===== src/common/ets_pkg.sv =====
package ets_pkg;

  // parameter record contents, fixed at build time
  localparam logic [7:0] IN_LEN        = 8'h04;
  localparam logic [7:0] OUT_LEN_SMALL = 8'h14;
  localparam logic [7:0] OUT_LEN_LARGE = 8'h3C;
  localparam logic [1:0] PARAM_IDX_IN  = 2'h0;
  localparam logic [1:0] PARAM_IDX_OUT = 2'h1;

  // output image geometry
  localparam logic [3:0] SLOTS_SMALL   = 4'h5;
  localparam logic [3:0] SLOTS_LARGE   = 4'hF;
  localparam int         SLOT_MAX      = 15;
  localparam logic [1:0] BYTE_OUT      = 2'h0;
  localparam logic [1:0] BYTE_SEQ      = 2'h1;
  localparam logic [1:0] BYTE_TIME_HI  = 2'h2;
  localparam logic [1:0] BYTE_TIME_LO  = 2'h3;

  // queue geometry
  localparam int         FIFO_DEPTH    = 32;
  localparam int         FIFO_AW       = 5;
  localparam logic [5:0] FIFO_FULL     = 6'h20;

  // output byte fields
  localparam int         LVL0_BIT      = 7;
  localparam int         LVL1_BIT      = 6;
  localparam int         EN0_BIT       = 5;
  localparam int         EN1_BIT       = 4;

  // sequence number fields
  localparam int         SEQ_END_BIT   = 6;
  localparam logic [7:0] SEQ_END_MASK  = 8'h40;
  localparam logic [1:0] NEXT_MARK     = 2'h3;

  // queue status bits
  localparam int         STS_END_BIT   = 7;
  localparam int         STS_FULL_BIT  = 2;
  localparam int         STS_RUN_BIT   = 1;

  typedef struct packed {
    logic [7:0]  out_bits;
    logic [7:0]  seq;
    logic [15:0] time_us;
  } entry_t;

  typedef struct packed {
    logic [7:0] last_received_sequence;
    logic [7:0] next_pending_sequence;
    logic [7:0] queue_status;
    logic [7:0] queued_entry_count;
  } status_image_t;

  typedef enum logic [2:0] {
    S_IDLE  = 3'b001,
    S_FETCH = 3'b010,
    S_CHECK = 3'b100
  } sched_state_t;

  typedef enum logic [1:0] {
    C_IDLE = 2'b01,
    C_COPY = 2'b10
  } copy_state_t;

endpackage : ets_pkg


===== src/hw/ets_channel.sv =====
module ets_channel (
  input  wire logic clk,
  input  wire logic arst_n,
  input  wire logic apply,
  input  wire logic level,
  input  wire logic enable,
  output logic      drive_level
);

  logic level_ff;
  logic nxt_level;

  // level moves only when the entry enables this output
  always_comb begin
    nxt_level = level_ff;
    if (apply && enable) begin
      nxt_level = level;
    end
  end

  // output level register
  always_ff @(posedge clk or negedge arst_n) begin
    if (!arst_n) begin
      level_ff <= 1'b0;
    end else begin
      level_ff <= nxt_level;
    end
  end

  assign drive_level = level_ff;

endmodule : ets_channel


===== src/hw/ets_fifo_mem.sv =====
module ets_fifo_mem (
  input  wire logic                  clk,
  input  wire logic                  arst_n,
  input  wire logic                  wr_en,
  input  wire logic [4:0]            wr_addr,
  input  wire ets_pkg::entry_t       wr_data,
  input  wire logic                  clr_en,
  input  wire logic [4:0]            clr_addr,
  input  wire logic [4:0]            rd_addr,
  output ets_pkg::entry_t            rd_data
);

  ets_pkg::entry_t mem_ff     [ets_pkg::FIFO_DEPTH];
  ets_pkg::entry_t nxt_mem    [ets_pkg::FIFO_DEPTH];
  ets_pkg::entry_t rd_data_ff;
  ets_pkg::entry_t nxt_rd_data;

  // store on push, wipe the slot just issued so empty slots read zero
  always_comb begin
    for (int i = 0; i < ets_pkg::FIFO_DEPTH; i++) begin
      nxt_mem[i] = mem_ff[i];
    end
    if (wr_en) begin
      nxt_mem[wr_addr] = wr_data;
    end
    if (clr_en) begin
      nxt_mem[clr_addr] = '0;
    end
    nxt_rd_data = mem_ff[rd_addr];
  end

  // registered storage and read port
  always_ff @(posedge clk or negedge arst_n) begin
    if (!arst_n) begin
      for (int i = 0; i < ets_pkg::FIFO_DEPTH; i++) begin
        mem_ff[i] <= '0;
      end
      rd_data_ff <= '0;
    end else begin
      for (int i = 0; i < ets_pkg::FIFO_DEPTH; i++) begin
        mem_ff[i] <= nxt_mem[i];
      end
      rd_data_ff <= nxt_rd_data;
    end
  end

  assign rd_data = rd_data_ff;

endmodule : ets_fifo_mem


===== src/hw/timestamped_output_scheduler.sv =====
// What this block does
// - parameter record reports input image length four bytes, fixed
// - parameter record reports output image length 14h or 3Ch per variant
// - parameter values are constants; writes are refused and flagged
// - small variant holds five four-byte entries at consecutive offsets
// - committed image entries are appended to the queue after queued ones
// - entry byte bits 7,6 levels, bits 5,4 enables, applied at target time
// - an output changes level only when its enable bit is set
// - a due entry is applied and removed from the queue head in the same cycle
// - entries are issued strictly in order, one after another
// - input image shows last, next sequence, queue status and entry count
module timestamped_output_scheduler #(
  parameter logic LARGE_IMAGE = 1'b0
) (
  input  wire logic                   clk,
  input  wire logic                   arst_n,
  input  wire logic [15:0]            us_ticker,
  input  wire logic                   piq_wr,
  input  wire logic [5:0]             piq_addr,
  input  wire logic [7:0]             piq_data,
  input  wire logic                   piq_commit,
  input  wire logic                   param_rd,
  input  wire logic [1:0]             param_idx,
  input  wire logic                   param_wr,
  output ets_pkg::status_image_t      input_process_image,
  output logic [7:0]                  param_data,
  output logic                        param_reject,
  output logic                        copy_busy,
  output logic [1:0]                  do_level
);

  localparam logic [3:0] SLOTS   = LARGE_IMAGE ? ets_pkg::SLOTS_LARGE : ets_pkg::SLOTS_SMALL;
  localparam logic [7:0] OUT_LEN = LARGE_IMAGE ? ets_pkg::OUT_LEN_LARGE : ets_pkg::OUT_LEN_SMALL;

  // output image copy
  ets_pkg::entry_t        image_ff  [ets_pkg::SLOT_MAX];
  ets_pkg::entry_t        nxt_image [ets_pkg::SLOT_MAX];

  // copy engine
  ets_pkg::copy_state_t   copy_ff;
  ets_pkg::copy_state_t   nxt_copy;
  logic [3:0]             slot_ff;
  logic [3:0]             nxt_slot;

  // queue pointers and counters
  logic [4:0]             head_ff;
  logic [4:0]             nxt_head;
  logic [4:0]             tail_ff;
  logic [4:0]             nxt_tail;
  logic [5:0]             count_ff;
  logic [5:0]             nxt_count;

  // scheduler
  ets_pkg::sched_state_t  sched_ff;
  ets_pkg::sched_state_t  nxt_sched;

  // status bookkeeping
  logic [7:0]             last_rx_ff;
  logic [7:0]             nxt_last_rx;
  logic [5:0]             next_seq_ff;
  logic [5:0]             nxt_next_seq;
  logic                   end_mark_ff;
  logic                   nxt_end_mark;
  logic                   started_ff;
  logic                   nxt_started;

  // registered outputs
  ets_pkg::status_image_t image_out_ff;
  ets_pkg::status_image_t nxt_image_out;
  logic [7:0]             param_data_ff;
  logic [7:0]             nxt_param_data;
  logic                   param_reject_ff;
  logic                   nxt_param_reject;

  // internal strobes
  logic                   push;
  logic                   pop;
  logic                   full;
  logic                   due;
  logic [15:0]            lag;
  ets_pkg::entry_t        push_entry;
  ets_pkg::entry_t        head_entry;
  logic                   batch_final;

  assign full       = (count_ff == ets_pkg::FIFO_FULL);
  assign push_entry = image_ff[slot_ff];
  assign lag        = us_ticker - head_entry.time_us;
  // wrap-safe compare: due once the ticker has reached the target
  assign due        = !lag[15];
  assign pop        = (sched_ff == ets_pkg::S_CHECK) && due;
  assign push       = (copy_ff == ets_pkg::C_COPY) && !full;
  assign batch_final = push_entry.seq[ets_pkg::SEQ_END_BIT] || (slot_ff == SLOTS - 4'h1);

  // byte writes into the output image, four bytes per slot
  always_comb begin
    logic [3:0] wslot;
    wslot = piq_addr[5:2];
    for (int i = 0; i < ets_pkg::SLOT_MAX; i++) begin
      nxt_image[i] = image_ff[i];
    end
    if (piq_wr && (wslot < SLOTS)) begin
      case (piq_addr[1:0])
        ets_pkg::BYTE_OUT:     nxt_image[wslot].out_bits      = piq_data;
        ets_pkg::BYTE_SEQ:     nxt_image[wslot].seq           = piq_data;
        ets_pkg::BYTE_TIME_HI: nxt_image[wslot].time_us[15:8] = piq_data;
        ets_pkg::BYTE_TIME_LO: nxt_image[wslot].time_us[7:0]  = piq_data;
        default:               nxt_image[wslot].out_bits      = image_ff[wslot].out_bits;
      endcase
    end
  end

  always_ff @(posedge clk or negedge arst_n) begin
    if (!arst_n) begin
      for (int i = 0; i < ets_pkg::SLOT_MAX; i++) begin
        image_ff[i] <= '0;
      end
    end else begin
      for (int i = 0; i < ets_pkg::SLOT_MAX; i++) begin
        image_ff[i] <= nxt_image[i];
      end
    end
  end

  // copy engine: walks the image slots into the queue, stalls while full
  always_comb begin
    nxt_copy     = copy_ff;
    nxt_slot     = slot_ff;
    nxt_last_rx  = last_rx_ff;
    nxt_end_mark = end_mark_ff;
    case (copy_ff)
      ets_pkg::C_IDLE: begin
        if (piq_commit) begin
          nxt_copy = ets_pkg::C_COPY;
          nxt_slot = 4'h0;
        end
      end
      ets_pkg::C_COPY: begin
        if (push) begin
          if (batch_final) begin
            // the final entry of a batch reports with its end bit set
            nxt_last_rx  = push_entry.seq | ets_pkg::SEQ_END_MASK;
            nxt_end_mark = push_entry.seq[ets_pkg::SEQ_END_BIT];
            nxt_copy     = ets_pkg::C_IDLE;
          end else begin
            nxt_slot = slot_ff + 4'h1;
          end
        end
      end
      default: begin
        nxt_copy = ets_pkg::C_IDLE;
      end
    endcase
  end

  always_ff @(posedge clk or negedge arst_n) begin
    if (!arst_n) begin
      copy_ff     <= ets_pkg::C_IDLE;
      slot_ff     <= 4'h0;
      last_rx_ff  <= 8'h00;
      end_mark_ff <= 1'b0;
    end else begin
      copy_ff     <= nxt_copy;
      slot_ff     <= nxt_slot;
      last_rx_ff  <= nxt_last_rx;
      end_mark_ff <= nxt_end_mark;
    end
  end

  // queue pointers and occupancy count
  always_comb begin
    nxt_head  = head_ff;
    nxt_tail  = tail_ff;
    nxt_count = count_ff;
    if (push) begin
      nxt_tail = tail_ff + 5'h01;
    end
    if (pop) begin
      nxt_head = head_ff + 5'h01;
    end
    case ({push, pop})
      2'b10:   nxt_count = count_ff + 6'h01;
      2'b01:   nxt_count = count_ff - 6'h01;
      default: nxt_count = count_ff;
    endcase
  end

  always_ff @(posedge clk or negedge arst_n) begin
    if (!arst_n) begin
      head_ff  <= 5'h00;
      tail_ff  <= 5'h00;
      count_ff <= 6'h00;
    end else begin
      head_ff  <= nxt_head;
      tail_ff  <= nxt_tail;
      count_ff <= nxt_count;
    end
  end

  // scheduler: fetch head, wait for its time, issue, repeat
  always_comb begin
    nxt_sched    = sched_ff;
    nxt_started  = started_ff;
    nxt_next_seq = next_seq_ff;
    if (push && (count_ff == 6'h00)) begin
      nxt_next_seq = push_entry.seq[5:0];
    end
    case (sched_ff)
      ets_pkg::S_IDLE: begin
        if (count_ff != 6'h00) begin
          nxt_sched = ets_pkg::S_FETCH;
        end
      end
      ets_pkg::S_FETCH: begin
        // read data of the new head lands one cycle after the pointer moves
        if (count_ff != 6'h00) begin
          nxt_sched = ets_pkg::S_CHECK;
        end else begin
          nxt_sched = ets_pkg::S_IDLE;
        end
      end
      ets_pkg::S_CHECK: begin
        if (due) begin
          nxt_started  = 1'b1;
          nxt_next_seq = head_entry.seq[5:0] + 6'h01;
          nxt_sched    = ets_pkg::S_FETCH;
        end
      end
      default: begin
        nxt_sched = ets_pkg::S_IDLE;
      end
    endcase
  end

  always_ff @(posedge clk or negedge arst_n) begin
    if (!arst_n) begin
      sched_ff    <= ets_pkg::S_IDLE;
      started_ff  <= 1'b0;
      next_seq_ff <= 6'h00;
    end else begin
      sched_ff    <= nxt_sched;
      started_ff  <= nxt_started;
      next_seq_ff <= nxt_next_seq;
    end
  end

  // status bytes and parameter record answers
  always_comb begin
    nxt_image_out                        = '0;
    nxt_image_out.last_received_sequence = last_rx_ff;
    nxt_image_out.next_pending_sequence  = {ets_pkg::NEXT_MARK, next_seq_ff};
    nxt_image_out.queue_status[ets_pkg::STS_END_BIT]  = end_mark_ff;
    nxt_image_out.queue_status[ets_pkg::STS_FULL_BIT] = full;
    nxt_image_out.queue_status[ets_pkg::STS_RUN_BIT]  = started_ff;
    nxt_image_out.queued_entry_count     = {2'b00, count_ff};
    nxt_param_data   = param_data_ff;
    nxt_param_reject = param_wr;
    if (param_rd) begin
      case (param_idx)
        ets_pkg::PARAM_IDX_IN:  nxt_param_data = ets_pkg::IN_LEN;
        ets_pkg::PARAM_IDX_OUT: nxt_param_data = OUT_LEN;
        default:                nxt_param_data = 8'h00;
      endcase
    end
  end

  always_ff @(posedge clk or negedge arst_n) begin
    if (!arst_n) begin
      image_out_ff    <= '0;
      param_data_ff   <= 8'h00;
      param_reject_ff <= 1'b0;
    end else begin
      image_out_ff    <= nxt_image_out;
      param_data_ff   <= nxt_param_data;
      param_reject_ff <= nxt_param_reject;
    end
  end

  // queue storage, head slot wiped as it is issued
  ets_fifo_mem u_fifo (
    .clk      (clk),
    .arst_n   (arst_n),
    .wr_en    (push),
    .wr_addr  (tail_ff),
    .wr_data  (push_entry),
    .clr_en   (pop),
    .clr_addr (head_ff),
    .rd_addr  (head_ff),
    .rd_data  (head_entry)
  );

  // output 0 takes bits 7 and 5 of the issued entry
  ets_channel u_out0 (
    .clk         (clk),
    .arst_n      (arst_n),
    .apply       (pop),
    .level       (head_entry.out_bits[ets_pkg::LVL0_BIT]),
    .enable      (head_entry.out_bits[ets_pkg::EN0_BIT]),
    .drive_level (do_level[0])
  );

  // output 1 takes bits 6 and 4 of the issued entry
  ets_channel u_out1 (
    .clk         (clk),
    .arst_n      (arst_n),
    .apply       (pop),
    .level       (head_entry.out_bits[ets_pkg::LVL1_BIT]),
    .enable      (head_entry.out_bits[ets_pkg::EN1_BIT]),
    .drive_level (do_level[1])
  );

  assign input_process_image = image_out_ff;
  assign param_data          = param_data_ff;
  assign param_reject        = param_reject_ff;
  assign copy_busy           = (copy_ff == ets_pkg::C_COPY);

endmodule : timestamped_output_scheduler


===== config.mk =====
export PLATFORM = sky130hd
export DESIGN_NAME = timestamped_output_scheduler
export DESIGN_NICKNAME = d
export VERILOG_FILES = /design/src/common/ets_pkg.sv /design/src/hw/ets_channel.sv /design/src/hw/ets_fifo_mem.sv /design/src/hw/timestamped_output_scheduler.sv
export SDC_FILE = /design/constraint.sdc
export NUM_CORES = 2
export LEC_CHECK = 0
export BUFFER_PORTS_ARGS = -buffer_cell sky130_fd_sc_hd__buf_4
export CORE_ASPECT_RATIO = 1.4
export CORE_MARGIN = 2
export CORE_UTILIZATION = 30
export DETAILED_ROUTE_END_ITERATION = 6
export GPL_TIMING_DRIVEN = 0
export PLACE_DENSITY = 0.48
export SLEW_MARGIN = 20
export SYNTH_ARGS = -nofsm -noshare
export SYNTH_HDL_FRONTEND = slang
export SYNTH_SLANG_ARGS = --single-unit

===== constraint.sdc =====
create_clock -name clk -period 4.4 [get_ports clk]
set_clock_uncertainty 0.2 [all_clocks]
set_input_delay 0.22 -clock clk [delete_from_list [all_inputs] [get_ports clk]]
set_output_delay 0.22 -clock clk [all_outputs]
set_load 0.005 [all_outputs]

==> summary.md <==
| Metric | Value |
|---|---|
| Relative slew slack | about a tenth |
| Row cnt | just under 200 |
| Ports | 82 |
| Die Width | ~390 microns |
| Sw power | about 14,000 uW |
| First-pass GRT wire length | between 300,000 and 400,000 microns |
| Largest net degree at the start of global routing | 145 |
| Setup Viol. Count Final | 0 |
| CTS Buf Count | about 150 |
| P_leak | between 0.02 and 0.03 uW |
| MaxCap Viol Count | 0 |
| Layout cells sized above 1 | 16.9% |
| Crit path capture type | register |
| Gr usage total | a little under a quarter |
| Via Count | roughly 48,000 |
| Cell Area, Synth | approximately 62,000 sq um |
| Pint | 26,200 uW |
| Worst VDD drop | between 300 and 400 uV |
| Asr flop ratio synth | 100% |
| CP arrival | about 4.7 ns |
| Clock power share | around a third |
| Crit Path Class | reg2reg |
| Post-synth EDFFs | 0 |
| Hold Slack | approximately 0.05 ns |
| Root Buffer | clkbuf_16 |
| CP required | ~4.9 ns |
| Worst r2r dst | u_fifo.mem_ff[596] |
| Post-Syn Instances | ~5,800 |
| Setup crit end | u_fifo.mem_ff[596] |
| FF-to-FF setup slack | approximately 0.16 ns |
| Seq pwr share | roughly two fifths |
| Area growth from synthesis to layout | 16.0% |
| DR pass1 iterations | 6 |
| Worst-path fanout max | 10 |
| Clk sinks | about 1,300 |
| Comb power frac | approximately 29% |
| Clock-pin slew on the worst setup and hold paths | 0.06 ns |
| Sequential share of the synthesized area | ~55% |
| HP Class | in2reg |
| Longest Clk Path Bufs | 3 |
| FILL cells | 20,600 |
| Detailed placement HPWL | roughly 180,000 microns |
| Die Footprint | about 210,000 sq um |
| Final antenna-violating net count | 0 |
| Routed vias/inst | 5.43 |
| Starting Density | 30.1% |
| Crit start category | register |
| Drt total wl | 247,000 microns |
| Clk Latency, worst-skew pair | 0.82 ns |
| Iteration-0 DRC Markers | between 5,000 and 6,000 |
| Core area | 205,000 sq um |
| Setup TNS Final | 0 ns |
| CTS tree | done |
| H-Tree Depth | 4 |
| Grt ovf | 0 |
| R2R Path Start | slot_ff[1] |
| Drt drc | 0 |
| Actual slew at the worst max-slew pin | approximately 1.4 ns |
| Critical path origin | slot_ff[1] |
| Placed Cells | 8,591 |
| Final core occ | about a third |
| Routability cong. | 0.964 |
| I/O Buffers | between 60 and 70 |
| Pwr/cell area | ~570 nW/um^2 |
| RSZ-0062 raised after global routing | no |
| Overall Power | slightly above 40,000 uW |
| Switching Fraction | a little over a third |
| Die height | about 540 microns |
| Initial antenna violation count | 10 |
| Number of synthesized register bits | approximately 1,300 |
| Syn_area_per_cell | approximately 11 sq um |
| Synth cell types | 54 |
| R2R depth | 9 |
| Synth Flop Type | dfrtp_1 |
| Min Tclk post-route | between 4 and 5 ns |
| Hold Vio Cnt, Final | 0 |
| Drt wl/cell | between 20 and 30 microns |
| Vias in the first global route | 48,900 |
| Layout Cells excl Fill | just under 9,000 |
| Period Utilization, post-route | between 90% and 100% |
| Yosys warns | 0 |
| Final Max Tran Viols | 0 |
| Layout Nets | 6,158 |
| Maximum clock frequency | between 200 and 250 MHz |
| Status | finished, final reports clean |
-- how the worst min path moves through the flow --
stage | start | to | depth (start not counted)
floorplan | arst_n | async pin | 0
global placement | param_wr | param_reject | 1
detailed placement | arst_n | async pin | 1
CTS | piq_data[7] | register | 2
global route | piq_data[7] | register | 2
finish | piq_data[7] | register | 2
-- synth_stat cells, types with 6 or more instances --
master | n | area [sq um]
nand2_1 | 56 | 210
ha_1 | 28 | 350
nand3_1 | 38 | 190
nor2_1 | 858 | 3220
o221ai_1 | 7 | 61.3
xor2_1 | 12 | 105
o21ai_0 | 31 | 155
clkbuf_1 | 606 | 2270
dfrtp_1 | 1346 | 33700
buf_1 | 60 | 225
mux2i_1 | 117 | 1170
buf_6 | 17 | 191
mux2_2 | 154 | 1730
mux4_2 | 287 | 6460
buf_2 | 149 | 746
a22o_1 | 11 | 96.3
nor2b_1 | 6 | 37.5
a21oi_2 | 17 | 149
buf_4 | 40 | 300
a21oi_1 | 1664 | 8330
and2_1 | 24 | 150
inv_1 | 32 | 120
and3_1 | 8 | 50.1
o31ai_1 | 6 | 45.0
a31oi_2 | 6 | 75.1
nand2b_1 | 25 | 156
a22oi_1 | 111 | 833
nor3b_1 | 9 | 67.6
nand4_1 | 32 | 200
xnor2_1 | 8 | 70.1
-- layout make-up --
type                       instances  area (sq um)  area share [%]
sequential                      1348         33700            47.0
buffer                           867          3780            5.27
clock inverter                    50           671           0.934
tap                             2686          3360            4.68
inverter                          33           124           0.173
clock buffer                     213          4360            6.08
antenna                            6          15.0          0.0209
multi-input combinational       3571         24400            33.9
timing repair buffer             123          1380            1.92
-- cells by family after synthesis --
group,share of synthesized area [%]
compound gates,16.0
flops,54.5
simple gates,7.23
buf+inv,6.24
mux,15.2
fa+ha+maj,0.566
xor+xnor,0.283
other cells,0.0121
-- critical path: stages, from the launching register on --
cell	delay, ns
dfrtp_1	0.35
buf_2	0.36
clkdlybuf4s15_1	0.81
mux4_2	0.45
a22o_1	0.24
a31oi_2	0.65
buf_2	0.63
nor2_1	0.11
a21oi_1	0.15
a21oi_1	0.05
-- per-layer routing --
metal	global-route usage (%)	up-vias	wire length [microns]
met1	26.7	24900	91100
met4	16.5	6	19800
li1	-	20800	-
met2	39.2	2053	121000
met3	4.08	651	15300
met5	0	-	37
-- layout by cell type, fill, tap and decap left out, types with 7 or more instances in the layout --
| cell type | n |
|---|---|
| a21oi_1 | 1664 |
| a21oi_2 | 17 |
| a22o_1 | 11 |
| a22oi_1 | 110 |
| and2_1 | 24 |
| and3_1 | 8 |
| buf_1 | 34 |
| buf_16 | 17 |
| buf_2 | 174 |
| buf_4 | 105 |
| buf_6 | 20 |
| bufinv_16 | 13 |
| clkbuf_1 | 613 |
| clkbuf_16 | 153 |
| clkbuf_2 | 16 |
| clkbuf_8 | 31 |
| clkinv_2 | 21 |
| conb_1 | 14 |
| dfrtp_1 | 1346 |
| dlygate4sd3_1 | 37 |
| ha_1 | 26 |
| inv_1 | 32 |
| mux2_2 | 154 |
| mux2i_1 | 117 |
| mux4_2 | 287 |
| nand2_1 | 56 |
| nand2b_1 | 25 |
| nand3_1 | 38 |
| nand4_1 | 32 |
| nor2_1 | 857 |
| o21ai_0 | 31 |
| o221ai_1 | 7 |
| xnor2_1 | 8 |
| xor2_1 | 12 |
-- through the flow --
step	instance area [sq um]	setup slack, ns
finish	71800	0.162
global route	71800	0.0161
CTS	71700	0.0680
detailed placement	66300	-0.630
global placement	65700	-14.32
floorplan	61900	0.309
-- power groups by stage --
stage	Combinational (uW)	Sequential, uW	Clock, uW
detailed placement	11400	15900	0
global placement	11100	15900	0
global route	12100	15900	13800
finish	11700	15800	13100
floorplan	6510	15400	0
CTS	11500	15700	13300
-- timing repair --
action / 4_1_cts / 5_1_grt
endpoints found under the setup margin: 6 / 14
buffers inserted: 2 / 0
hold buffers: 37 / 0
resized for setup: 4 / 8
endpoints found under the hold margin: 617 / 0
pin swaps: 1 / 0
Note: power is estimated with default switching activity, not from simulation.
